[src/rtl/tdc_pkg.sv]
// package: constants, states and carrier types of the transceiver control
package tdc_pkg;
	// clock period of CLOCK in ns, taken as the crystal reference
	localparam int CLK_PERIOD_NS = 40;
	// data clock dividers by band bit 0, digital clock is half
	localparam int DIV_DATA_B0 = 60;
	localparam int DIV_DATA_B1 = 80;
	localparam int DIV_DIG_B0 = DIV_DATA_B0 / 2;
	localparam int DIV_DIG_B1 = DIV_DATA_B1 / 2;
	// if filter reference dividers by band bit 0
	localparam int DIV_IF_B0 = 9;
	localparam int DIV_IF_B1 = 12;
	// nominal manchester half-bit length in digital clock ticks per range
	localparam logic [7:0] HALF_BIT_R0 = 8'h3C;
	localparam logic [7:0] HALF_BIT_R1 = 8'h1E;
	localparam logic [7:0] HALF_BIT_R2 = 8'h0F;
	localparam logic [7:0] HALF_BIT_R3 = 8'h08;
	// reset values
	localparam logic [15:0] SYNTH_RST = 16'h0000;
	localparam logic [1:0] STEP_RST = 2'h0;
	// synchronised pin positions
	localparam int PIN_LOWV = 0;
	localparam int PIN_LOCK = 1;
	localparam int PIN_SHAPE = 2;
	localparam int PIN_TXD = 3;
	localparam int PIN_WAKE = 4;
	localparam int NUM_PINS = 5;

	typedef enum logic [1:0] {
		ST_RX,
		ST_TX,
		ST_STANDBY,
		ST_MONITOR
	} tdc_mode_t;

	// one bank of configuration
	typedef struct packed {
		logic        freq_shift_mode;
		logic        dme;
		logic [1:0]  rate;
		logic [1:0]  lpf_bw;
		logic [1:0]  lna_step;
		logic [1:0]  pa_step;
		logic        adaptive;
		logic [15:0] carrier;
	} tdc_cfg_t;

	// synthesizer words written by the host in direct method
	typedef struct packed {
		logic [15:0] rx;
		logic [15:0] tx_lo;
		logic [15:0] tx_hi;
	} tdc_direct_t;
endpackage

[src/rtl/tdc_top.sv]
// transceiver digital control: reset, low-voltage, rx data, tx keying
`timescale 1ns/1ps

// Overview of operation
// RL1 - power-on reset returns every register to its default value
// RL2 - with monitor enabled, supply below 1.8 V sets the low-voltage flag
// RL3 - low-voltage flag stays latched until a read of it clears it
// RL4 - standby request with monitor enabled gives monitoring mode, not standby
// RL5 - data manager recovers clock, decodes manchester, presents data and clock
// RL6 - without data manager, shaped demodulated data goes straight out
// RL7 - configuration selects data-rate range and receive low-pass bandwidth
// RL8 - received data is discarded while the synthesizer is out of lock
// RL9 - loss of lock during transmit stops the carrier
// RL10 - rf switch output toggles on every rx-to-tx and tx-to-rx change
// RL11 - amplitude mode keys the carrier on and off from host coded data
// RL12 - frequency mode shifts the synthesizer word by the deviation from data
// RL13 - two banks, loaded at strobe wakeup or on host command
// RL14 - data clock divides by 60 or 80, digital clock by half that
// RL15 - if filter reference divides by 9 or 12 from band bit 0
// RL16 - friendly method computes synthesizer words from carrier and deviation
// RL17 - direct method takes all three synthesizer words from the host
// RL18 - receiver front-end gain has four programmable reduction steps
// RL19 - transmit power has four programmable reduction steps
// RL20 - threshold fixed or adaptive; frequency mode always adaptive
// RL21 - configuration is retained in standby
module tdc_top (
	// clock and power-on reset
	input  wire logic                 CLOCK,
	input  wire logic                 RESETN,
	// mode and monitor control
	input  wire logic                 LOWVOLT_MONITOR_ENABLE,
	input  wire logic                 STANDBY_REQ,
	input  wire logic                 TX_REQ,
	input  wire logic                 LOWVOLT_READ,
	input  wire logic [1:0]           BAND_SELECT_BITS,
	// configuration banks and frequency words
	input  wire tdc_pkg::tdc_cfg_t    CFG_BANK_A,
	input  wire tdc_pkg::tdc_cfg_t    CFG_BANK_B,
	input  wire logic                 BANK_A_EN,
	input  wire logic                 BANK_B_EN,
	input  wire logic                 BANK_SWITCH_CMD,
	input  wire logic                 DIRECT_METHOD,
	input  wire logic [7:0]           DEVIATION_WORD,
	input  wire tdc_pkg::tdc_direct_t DIRECT_WORDS,
	// asynchronous pins
	input  wire logic                 LOWVOLT_CMP,
	input  wire logic                 PLL_LOCK,
	input  wire logic                 RX_SHAPED,
	input  wire logic                 TX_DATA,
	input  wire logic                 WAKEUP_STROBE,
	// decoded data handshake
	input  wire logic                 RX_BIT_READY,
	output logic                      RX_BIT,
	output logic                      RX_BIT_VALID,
	output logic                      RX_BIT_CLK,
	output logic                      RX_OVERRUN,
	output logic                      RX_RAW,
	// status and analog control
	output logic                      LOWVOLT_STATUS,
	output logic                      MONITOR_MODE,
	output logic                      STANDBY_ACTIVE,
	output logic                      BANK_STATUS,
	output logic                      RF_SWITCH,
	output logic                      PA_ON,
	output logic [15:0]               SYNTH_WORD,
	output logic [1:0]                LNA_STEP,
	output logic [1:0]                PA_STEP,
	output logic [1:0]                LPF_BW,
	output logic                      THRESH_ADAPTIVE,
	output logic                      DATA_CLK_EN,
	output logic                      DIG_CLK_EN,
	output logic                      IF_REF_TOGGLE
);
	import tdc_pkg::*;

	// pick a divider by band bit 0
	function automatic logic [6:0] band_div(input logic b0, input int lo,
		input int hi);
		band_div = b0 ? 7'(hi - 1) : 7'(lo - 1);
	endfunction

	// three-stage synchronisers, value moves when stage two and three agree
	logic [NUM_PINS-1:0] pin_raw;
	logic [NUM_PINS-1:0] pin_s1_q;
	logic [NUM_PINS-1:0] pin_s2_q;
	logic [NUM_PINS-1:0] pin_s3_q;
	logic [NUM_PINS-1:0] pin_q;
	assign pin_raw = {WAKEUP_STROBE, TX_DATA, RX_SHAPED, PLL_LOCK,
		LOWVOLT_CMP};
	genvar gi;
	generate
		for (gi = 0; gi < NUM_PINS; gi++) begin : g_sync
			always_ff @(posedge CLOCK or negedge RESETN) begin
				if (!RESETN) begin
					pin_s1_q[gi] <= 1'b0;
					pin_s2_q[gi] <= 1'b0;
					pin_s3_q[gi] <= 1'b0;
					pin_q[gi] <= 1'b0;
				end else begin
					pin_s1_q[gi] <= pin_raw[gi];
					pin_s2_q[gi] <= pin_s1_q[gi];
					pin_s3_q[gi] <= pin_s2_q[gi];
					if (pin_s2_q[gi] == pin_s3_q[gi])
						pin_q[gi] <= pin_s3_q[gi];
				end
			end
		end
	endgenerate
	wire lowv_f = pin_q[PIN_LOWV];
	wire lock_f = pin_q[PIN_LOCK];
	wire shape_f = pin_q[PIN_SHAPE];
	wire txd_f = pin_q[PIN_TXD];
	wire wake_f = pin_q[PIN_WAKE];

	// clock dividers from the reference, selected by band bit 0
	logic [6:0] data_cnt_q, dig_cnt_q, if_cnt_q;
	logic       data_en_q, dig_en_q, if_tog_q;
	wire [6:0] data_top = band_div(BAND_SELECT_BITS[0], DIV_DATA_B0,
		DIV_DATA_B1); // RL14
	wire [6:0] dig_top = band_div(BAND_SELECT_BITS[0], DIV_DIG_B0,
		DIV_DIG_B1); // RL14
	wire [6:0] if_top = band_div(BAND_SELECT_BITS[0], DIV_IF_B0,
		DIV_IF_B1); // RL15
	// a band change mid-count wraps at once rather than overshooting
	wire data_wrap = (data_cnt_q >= data_top);
	wire dig_wrap = (dig_cnt_q >= dig_top);
	wire if_wrap = (if_cnt_q >= if_top);
	always_ff @(posedge CLOCK or negedge RESETN) begin
		if (!RESETN) begin
			data_cnt_q <= 7'h00;
			dig_cnt_q <= 7'h00;
			if_cnt_q <= 7'h00;
			data_en_q <= 1'b0;
			dig_en_q <= 1'b0;
			if_tog_q <= 1'b0;
		end else begin
			data_cnt_q <= data_wrap ? 7'h00 : data_cnt_q + 7'h01;
			dig_cnt_q <= dig_wrap ? 7'h00 : dig_cnt_q + 7'h01;
			if_cnt_q <= if_wrap ? 7'h00 : if_cnt_q + 7'h01;
			data_en_q <= data_wrap;
			dig_en_q <= dig_wrap;
			if_tog_q <= if_tog_q ^ if_wrap; // 1.5/2 scaling is analog
		end
	end

	// bank selection: both enabled alternate, one enabled is fixed
	logic     bank_q;
	logic     wake_prev_q;
	wire      wake_rise = wake_f & ~wake_prev_q;
	wire      bank_both = BANK_A_EN & BANK_B_EN;
	wire      bank_load = bank_both & (wake_rise | BANK_SWITCH_CMD); // RL13
	wire      bank_d = bank_load ? ~bank_q :
		(bank_both ? bank_q : (BANK_B_EN & ~BANK_A_EN));
	tdc_cfg_t cfg_q;
	wire tdc_cfg_t cfg_d = bank_d ? CFG_BANK_B : CFG_BANK_A;
	always_ff @(posedge CLOCK or negedge RESETN) begin
		if (!RESETN) begin
			bank_q <= 1'b0;
			wake_prev_q <= 1'b0;
			cfg_q <= '0; // RL1
		end else begin
			wake_prev_q <= wake_f;
			bank_q <= bank_d;
			cfg_q <= cfg_d; // RL21
		end
	end

	// operating mode
	tdc_mode_t mode_q, mode_d;
	always_comb begin
		if (STANDBY_REQ)
			mode_d = LOWVOLT_MONITOR_ENABLE ? ST_MONITOR : ST_STANDBY; // RL4
		else if (TX_REQ)
			mode_d = ST_TX;
		else
			mode_d = ST_RX;
	end
	wire in_tx = (mode_q == ST_TX);
	wire in_rx = (mode_q == ST_RX);
	wire rxtx_change = (in_rx && mode_d == ST_TX) ||
		(in_tx && mode_d == ST_RX); // RL10

	// low-voltage flag: a set in the read cycle wins over the clear
	logic lvds_q;
	wire  lvds_set = LOWVOLT_MONITOR_ENABLE & lowv_f; // RL2
	wire  lvds_d = lvds_set | (lvds_q & ~LOWVOLT_READ); // RL3

	// mode, switch and flag registers
	logic sw_q, mon_q, stby_q;
	always_ff @(posedge CLOCK or negedge RESETN) begin
		if (!RESETN) begin
			mode_q <= ST_RX;
			sw_q <= 1'b0;
			lvds_q <= 1'b0;
			mon_q <= 1'b0;
			stby_q <= 1'b0;
		end else begin
			mode_q <= mode_d;
			sw_q <= sw_q ^ rxtx_change; // RL10
			lvds_q <= lvds_d;
			mon_q <= (mode_d == ST_MONITOR);
			stby_q <= (mode_d == ST_STANDBY);
		end
	end

	// manchester decoder on the digital clock; mid-bit edges beyond
	// 1.5 half-bits since the last one carry data, others are boundaries
	logic [7:0] half_len;
	always_comb begin
		unique case (cfg_q.rate) // RL7
			2'd0: half_len = HALF_BIT_R0;
			2'd1: half_len = HALF_BIT_R1;
			2'd2: half_len = HALF_BIT_R2;
			2'd3: half_len = HALF_BIT_R3;
		endcase
	end
	logic [8:0] run_q;
	logic       shape_prev_q;
	wire [8:0]  mid_thresh = {1'b0, half_len} + {2'b00, half_len[7:1]};
	wire        edge_seen = dig_en_q & (shape_f != shape_prev_q);
	wire        mid_edge = edge_seen & (run_q >= mid_thresh); // RL5
	wire        rx_live = in_rx & cfg_q.dme & lock_f; // RL8
	wire        buf_in_ready;
	wire        push = mid_edge & rx_live & buf_in_ready;
	wire        overrun = mid_edge & rx_live & ~buf_in_ready;
	always_ff @(posedge CLOCK or negedge RESETN) begin
		if (!RESETN) begin
			run_q <= 9'h000;
			shape_prev_q <= 1'b0;
		end else if (dig_en_q) begin
			shape_prev_q <= shape_f;
			if (mid_edge)
				run_q <= 9'h000;
			else if (run_q != 9'h1FF)
				run_q <= run_q + 9'h001;
		end
	end

	// two-entry skid buffer; when full the decoded bit is dropped and overrun flagged
	logic head_q, head_v_q, tail_q, tail_v_q;
	wire  pop = head_v_q & RX_BIT_READY;
	assign buf_in_ready = ~tail_v_q;
	always_ff @(posedge CLOCK or negedge RESETN) begin
		if (!RESETN) begin
			head_q <= 1'b0;
			head_v_q <= 1'b0;
			tail_q <= 1'b0;
			tail_v_q <= 1'b0;
		end else if (pop && tail_v_q) begin
			head_q <= tail_q;
			tail_v_q <= 1'b0;
		end else if (pop) begin
			head_q <= shape_f;
			head_v_q <= push;
		end else if (push && !head_v_q) begin
			head_q <= shape_f;
			head_v_q <= 1'b1;
		end else if (push) begin
			tail_q <= shape_f;
			tail_v_q <= 1'b1;
		end
	end

	// raw path, recovered clock and overrun strobes
	logic raw_q, bclk_q, ovr_q;
	always_ff @(posedge CLOCK or negedge RESETN) begin
		if (!RESETN) begin
			raw_q <= 1'b0;
			bclk_q <= 1'b0;
			ovr_q <= 1'b0;
		end else begin
			raw_q <= in_rx & ~cfg_q.dme & lock_f & shape_f; // RL6 RL8
			bclk_q <= push; // RL5
			ovr_q <= overrun;
		end
	end

	// transmit keying and synthesizer word
	wire        key_on = in_tx & lock_f & (cfg_q.freq_shift_mode | txd_f); // RL9 RL11
	wire [15:0] dev16 = {8'h00, DEVIATION_WORD};
	wire [15:0] fr_tx = txd_f ? cfg_q.carrier + dev16 :
		cfg_q.carrier - dev16; // RL12
	wire [15:0] fr_word = (in_tx && cfg_q.freq_shift_mode) ? fr_tx : cfg_q.carrier; // RL16
	wire [15:0] dr_tx = txd_f ? DIRECT_WORDS.tx_hi : DIRECT_WORDS.tx_lo;
	wire [15:0] dr_word = !in_tx ? DIRECT_WORDS.rx :
		(cfg_q.freq_shift_mode ? dr_tx : DIRECT_WORDS.tx_lo); // RL17
	wire [15:0] synth_d = DIRECT_METHOD ? dr_word : fr_word;
	logic        pa_q, adapt_q;
	logic [15:0] synth_q;
	logic [1:0]  lna_q, pas_q, lpf_q;
	always_ff @(posedge CLOCK or negedge RESETN) begin
		if (!RESETN) begin
			pa_q <= 1'b0;
			synth_q <= SYNTH_RST;
			lna_q <= STEP_RST;
			pas_q <= STEP_RST;
			lpf_q <= STEP_RST;
			adapt_q <= 1'b0;
		end else begin
			pa_q <= key_on;
			synth_q <= synth_d;
			lna_q <= cfg_q.lna_step; // RL18
			pas_q <= cfg_q.pa_step; // RL19
			lpf_q <= cfg_q.lpf_bw; // RL7
			adapt_q <= cfg_q.adaptive | cfg_q.freq_shift_mode; // RL20
		end
	end

	// outputs, all straight from flip-flops
	assign RX_BIT = head_q;
	assign RX_BIT_VALID = head_v_q;
	assign RX_BIT_CLK = bclk_q;
	assign RX_OVERRUN = ovr_q;
	assign RX_RAW = raw_q;
	assign LOWVOLT_STATUS = lvds_q;
	assign MONITOR_MODE = mon_q;
	assign STANDBY_ACTIVE = stby_q;
	assign BANK_STATUS = bank_q;
	assign RF_SWITCH = sw_q;
	assign PA_ON = pa_q;
	assign SYNTH_WORD = synth_q;
	assign LNA_STEP = lna_q;
	assign PA_STEP = pas_q;
	assign LPF_BW = lpf_q;
	assign THRESH_ADAPTIVE = adapt_q;
	assign DATA_CLK_EN = data_en_q;
	assign DIG_CLK_EN = dig_en_q;
	assign IF_REF_TOGGLE = if_tog_q;
endmodule

[config.mk]
export PLATFORM = sky130hd
export DESIGN_NAME = tdc_top
export DESIGN_NICKNAME = d
export VERILOG_FILES = /design/src/rtl/tdc_pkg.sv /design/src/rtl/tdc_top.sv
export SDC_FILE = /design/constraint.sdc
export NUM_CORES = 1
export LEC_CHECK = 0
export BUFFER_PORTS_ARGS = -buffer_cell sky130_fd_sc_hd__buf_2
export CORE_UTILIZATION = 50
export CTS_CLUSTER_SIZE = 14
export DETAILED_ROUTE_END_ITERATION = 16
export MAX_ROUTING_LAYER = met4
export PLACE_DENSITY = 0.86
export RECOVER_POWER = 25
export SLEW_MARGIN = 25
export SYNTH_ARGS = -nofsm -noshare
export SYNTH_HDL_FRONTEND = slang
export SYNTH_SLANG_ARGS = --single-unit
[constraint.sdc]
create_clock -name CLOCK -period 3.73 [get_ports CLOCK]
set_input_delay 1.119 -clock CLOCK [delete_from_list [all_inputs] [get_ports CLOCK]]
set_output_delay 1.119 -clock CLOCK [all_outputs]
set_load 0.05 [all_outputs]
**After elaboration in Yosys (flattened, before gate mapping)**

Cells that the tools add are included.

- RAM bits: 0
- Memories kept: 0
- Latch bits: 0
- Bits in read-only memories: 0
- Register bits after elaboration: 120

- Add/subtract/negate cells: 7
- Multiply operators: 0
- Reductions and logical operators: 18
- Div/mod/pow operators: 0
- Equal/unequal tests: 16
- Shift operators: 0
- Bitwise operators: 34
- Muxes and demuxes: 30
- Magnitude comparators: 4

Operators with widths:

| kind | count |
|---|---|
| 16-bit two-way mux | 6 |
| 8-bit one-hot mux with 4 select lines | 1 |
| 7-bit two-way mux | 4 |
| 27-bit two-way mux | 1 |
| 7-bit by 1-bit adder with 7-bit output (second input constant) | 3 |
| 1-bit bitwise AND | 19 |
| 9-bit two-way mux | 2 |
| 16-bit by 8-bit adder with 16-bit output | 1 |
| 16-bit by 8-bit subtractor with 16-bit output | 1 |
| 1-bit two-way mux | 13 |
| 8-bit by 7-bit adder with 9-bit output | 1 |
| 9-bit by 1-bit adder with 9-bit output (second input constant) | 1 |
| 9-bit >= comparator | 1 |
| 9-bit != test (second input constant) | 1 |
| 1-bit inverter | 9 |
| 2-bit equality test (second input constant) | 4 |
| 7-bit by 4-bit >= comparator with 1-bit output | 1 |
| 7-bit by 6-bit >= comparator with 1-bit output | 1 |
| 7-bit >= comparator | 1 |
| 2-bit by 1-bit equality test with 1-bit output (second input constant) | 3 |
| 2-bit logical NOT | 3 |
| 6-bit two-way mux | 1 |
| 2-bit nonzero test | 3 |
| 1-bit equality test | 5 |
| 13 further kinds | 23 |

**Longest topological paths before layout**

- Depth in word-level cells: 11
- Depth in mapped cells: 12
- Depth with buffers taken out: 12

**Worst setup path before layout**

Ideal clock, no wire load.

- Kind: input-to-reg
- Start: input DEVIATION_WORD[4]
- End: register synth_q[12], in the netlist SYNTH_WORD[12]
- Buffers on the path: 0
- Path slack: -192 ps
- Stages on the path: 12
- Library setup time: 86 ps
- Arrival: 3,836 ps
- Cells stage by stage: nor3_1 > nand2_1 > nor2_1 > ha_1 > mux2_2 > ha_1 > and3_1 > o211a_1 > a2111oi_0 > o21a_1 > o21ai_0 > a32oi_1

- Cells in the longest elaborated chain, start to end: 4

Ends and longest elaborated chain:

| what | RTL line | text |
|---|---|---|
| from (decl) | tdc_top.sv:43 | `input wire logic [7:0] DEVIATION_WORD,` |
| 16-bit by 8-bit subtractor with 16-bit output or 16-bit by 8-bit adder with 16-bit output (tied branches) | tdc_top.sv:282, tdc_top.sv:281 |  |
| 16-bit two-way mux (*) | tdc_top.sv:281 | `wire [15:0] fr_tx = txd_f ? cfg_q.carrier + dev16 :` |
| 16-bit two-way mux (*) | tdc_top.sv:283 | `wire [15:0] fr_word = (in_tx && cfg_q.freq_shift_mode) ? fr_tx : cfg_q.carrier;` |
| 16-bit two-way mux (*) | tdc_top.sv:287 | `wire [15:0] synth_d = DIRECT_METHOD ? dr_word : fr_word;` |
| net synth_d[12] | tdc_top.sv:287 |  |
| to (signal assigned) | tdc_top.sv:301 | `synth_q <= synth_d;` |
| to (decl) | tdc_top.sv:289 | `logic [15:0] synth_q;` |

The timed path passes the listed nets; every way through them passes the cells marked *.
A chain may end at the register's enable or synchronous reset.

**Worst setup path after layout**

- Start: input DEVIATION_WORD[0]
- End: register synth_q[12], in the netlist SYNTH_WORD[12]

Same word-level chain as after synthesis.

==> run summary <==
The run finished, with violations left. The final reports fail on capacitance limit, slew limit. The slew at the pin with the worst max-slew slack is 2.638 ns.

After synthesis, the most frequently instantiated cells are dfrtp_1 (120), nor2_1 (47), ha_1 (39), nand2_1 (39), mux2_2 (35). The number of global-route vias before repair came to 4814. In the post-synthesis netlist, the biggest area contributors are dfrtp_1 (48%), ha_1 (7.9%), mux2_2 (6.3%). Setup repair after global routing left no endpoint under its margin. The power share of the clock group came out at 0.375. Measured along the x axis, the die boundary spans 113.4 um. In the final layout, the share of cells above drive strength 1 is 0.3312. The detailed-route wire length per cell is 14.72 um.

Of the total power, registers draw 0.361. The number of hold violations in the final report is 0. The cell with the most instances after synthesis is dfrtp_1. The share of the yosys chip area belonging to registers is 0.4837. The die covers 12870 um2. Clock tree synthesis found a total of 120 sinks. The maximum number of pins on one net before global-route repair is 58. The worst endpoint data arrival time came out at 3.75 ns.

The reported max-cap violation count came out at 1. The summed area of non-filler cells in the final layout came out at 7971 um2. The adder-cell share of the synthesized area is 0.08988. The number of antenna violations at the first check in global routing came out at 0. Summed over all layers, the global routing overflow is 0. Setup violations remaining at the end of the flow were counted as 0.

The static power due to leakage is 3.953 nW. Subtracting the final worst setup slack from the clock period gives 3.492 ns. After synthesis, the largest family of logic cells by area is simple AND/OR/NAND/NOR gates. The number of instances in the synthesized netlist came out at 586. The detailed router finished its first iteration with 215 violations. The synthesized design spends more area on one cell type than any other, namely dfrtp_1. After detailed routing, the number of vias per cell comes to 5.282. The detailed-placement wirelength estimate is 10.34 mm. The commonest register cell after synthesis is dfrtp_1. The number of distinct library cells after synthesis came out at 60. The internal power contribution is 3.168 mW. The clock latency on the worst-skew pair is 0.42 ns. The critical-path maximum fanout is 5. The share of async-settable or async-resettable flops after synthesis is 1.000. The detailed-routed wire length on met3 is 794 um. After synthesis, the share of cell area in mux cells is 0.08283. The die boundary height came out at 113.4 um. The count of final max-slew check failures was 51. The routability congestion estimate from global placement came out at 0.8796. The number of vias in the routed layout came out at 5034. The core region area came out at 12060 um2. The switching power is 1.439 mW. The number of synthesized register bits is 120. Of the total synthesized cell area, the portion taken by AND, OR, NAND and NOR gates is 0.1423. The share of the synthesized netlist area taken by xor and xnor gates came out at 0.04514. The final setup skew is 0.004951 ns. The startpoint class of the critical path is an input pin.

The proportion of power drawn by combinational gates came out at 0.263. During I/O placement, the number of pins put on the boundary was 165. The number of cells upsized or downsized after cts is 0. The class of the tightest hold or removal check is reg -> reg. Input and output buffers added on the ports amount to 163. The final cell count without fillers is 953. After clock tree synthesis, the flow added hold-fix buffers numbering 0. The final-layout worst hold slack is 0.3461 ns. For this configuration, the core starts out at a cell density of 0.5147. The buffer depth of the longest clock path came out at 2.

The clock root buffer master is clkbuf_16. After detailed routing, the number of remaining DRC violations is 0. The share of the synthesized area in the top cell type came out at 0.4837. The sum of routed wire length over all layers came out at 14.03 mm. IR analysis of the VDD net gives a maximum drop of 540.8 uV.

The repair_antennas step left the layout with diodes totalling 0. The synthesized design contains 0 enable-type register cells. The number of CTS-inserted buffers is 17. The H-tree was split into 4 levels. The worst setup path is of the in -> reg kind. The mapped netlist covers 6208 um2. The switching portion of total power is 0.3123. STA classifies the critical path endpoint as a flop. The total routing usage reported by global routing is 0.2360. Headroom to the max-slew limit came out at -0.7585. The area fraction in compound gates after synthesis came out at 0.1274. The area overhead of the layout relative to synthesis came out at 28.40%. The cell area after placement came out at 7345 um2. The data required time at the worst endpoint came out at 3.99 ns. The floorplan row count came out at 40. The power density over the cells is 577.9 nW/um2. The post-CTS clock slew at the launch and capture registers of the worst setup and hold paths is 0.05 ns. In the finished design, the share of the clock period the worst path needs comes to 0.9362. The sum of routed wire segments on met1 came out at 6.105 mm. The count of yosys warnings during synthesis is 0.

The detailed-routed wire length on met2 is 6.937 mm. The post-CTS setup repair buffer count came out at 0. The TritonCTS clock tree is done.

In this run the remaining antenna-violating nets after routing total 0. The highest clock rate is 0.2864 GHz. Counting tap cells, the placed design contains a total of 923 instances. The mean area per synthesized cell came out at 10.59 um2. The net count of the finished layout is 942. The first TritonRoute pass finished after 5 iterations. The detailed router used layers up to and including met4. The first global-routing pass estimated 22.48 mm of wire.
[power groups by stage]
stage | Clock (mW) | Combinational [mW] | Sequential (mW)
final | 1.73 | 1.21 | 1.66
after global routing | 1.81 | 1.35 | 1.69
after CTS | 1.75 | 1.22 | 1.66
after detailed placement | 0 | 1.21 | 1.68
after global placement | 0 | 1.17 | 1.68
after floorplan | 0 | 0.681 | 1.84
[layer usage]
metal	vias to the layer above	track usage
li1	2466	-
met1	2369	0.2715
met2	179	0.3971
met3	20	0.06536
met4	0	0.08421
met5	-	-
[cell families (layout without fill, tap and decap cells)]
family          after synthesis  in the layout
compound gates              123            123
xor+xnor                     32             32
fa+ha+maj                    45             45
buf+inv                      39            236
flops                       120            120
mux                          47             47
other cells                   1              3
simple gates                179            179
[critical path: stages]
cell and delay, ns:
buf_2 0.12, inv_1 0.06, ha_1 0.15, nor2b_1 0.38, a21oi_1 0.14, xor2_1 0.17
ha_1 0.34, a21oi_4 0.22, o211ai_1 0.18, a2111oi_1 0.46, nor3_1 0.10, o21ai_0 0.23
a32oi_1 0.08
[worst paths after layout]
kind	cells after the start	slack [ns]	start	to
worst max register to register	8	0.68	txd_f	SYNTH_WORD[12]
worst max-delay path	13	0.24	DEVIATION_WORD[0]	SYNTH_WORD[12]
max in group asynchronous	1	0.70	RESETN	data_cnt_q[3]
worst min-delay path	0	0.35	pin_s1_q[2]	pin_s2_q[2]
worst min register to register	0	0.35	pin_s1_q[2]	pin_s2_q[2]
min in group asynchronous	1	1.53	RESETN	LPF_BW[1]
[stage by stage]
stage	setup TNS, ns	setup WS [ns]	util	power (mW)
3_5_place_dp	-0.6034	-0.1551	0.6089	2.891
3_3_place_gp	-0.2885	-0.07291	0.6089	2.843
5_1_grt	0	0.01055	0.6609	4.850
2_1_floorplan	0	0.03513	-	2.518
6_report	0	0.2380	0.6609	4.606
4_1_cts	0	0.2797	0.6614	4.640
[layout make-up]
type / count / area (um2)
Clock buffer: 24 / 521.8
Clock inverter: 6 / 111.4
Fill cell: 953 / 4090
Inverter: 19 / 71.32
Multi-Input combinational cell: 429 / 3049
Sequential cell: 120 / 3003
Tap cell: 168 / 210.2
Timing Repair Buffer: 187 / 1005
[flip-flops by register name (all words and copies together), names as in the netlist, 5 cells and up]
| signal | cells |
|---|---|
| cfg_q | 27 |
| SYNTH_WORD | 16 |
| run_q | 9 |
| data_cnt_q | 7 |
| dig_cnt_q | 7 |
| if_cnt_q | 7 |
| pin_s1_q | 5 |
| pin_s2_q | 5 |
| pin_s3_q | 5 |
[placed cells by master, fill, tap and decap left out, drive strengths merged, types with 6 or more instances in the layout]
| cell type | instances |
|---|---|
| o211ai | 9 |
| nor3 | 11 |
| nor3b | 6 |
| buf | 184 |
| inv | 19 |
| dfrtp | 120 |
| nor2b | 8 |
| o21ai | 33 |
| and2 | 7 |
| a21oi | 35 |
| xnor2 | 10 |
| a31oi | 11 |
| nor2 | 47 |
| clkbuf | 27 |
| mux2i | 12 |
| xor2 | 22 |
| nand2 | 39 |
| ha | 39 |
| mux2 | 35 |
| a21o | 7 |
| nand3 | 31 |
Power figures use the tool's default switching activity.
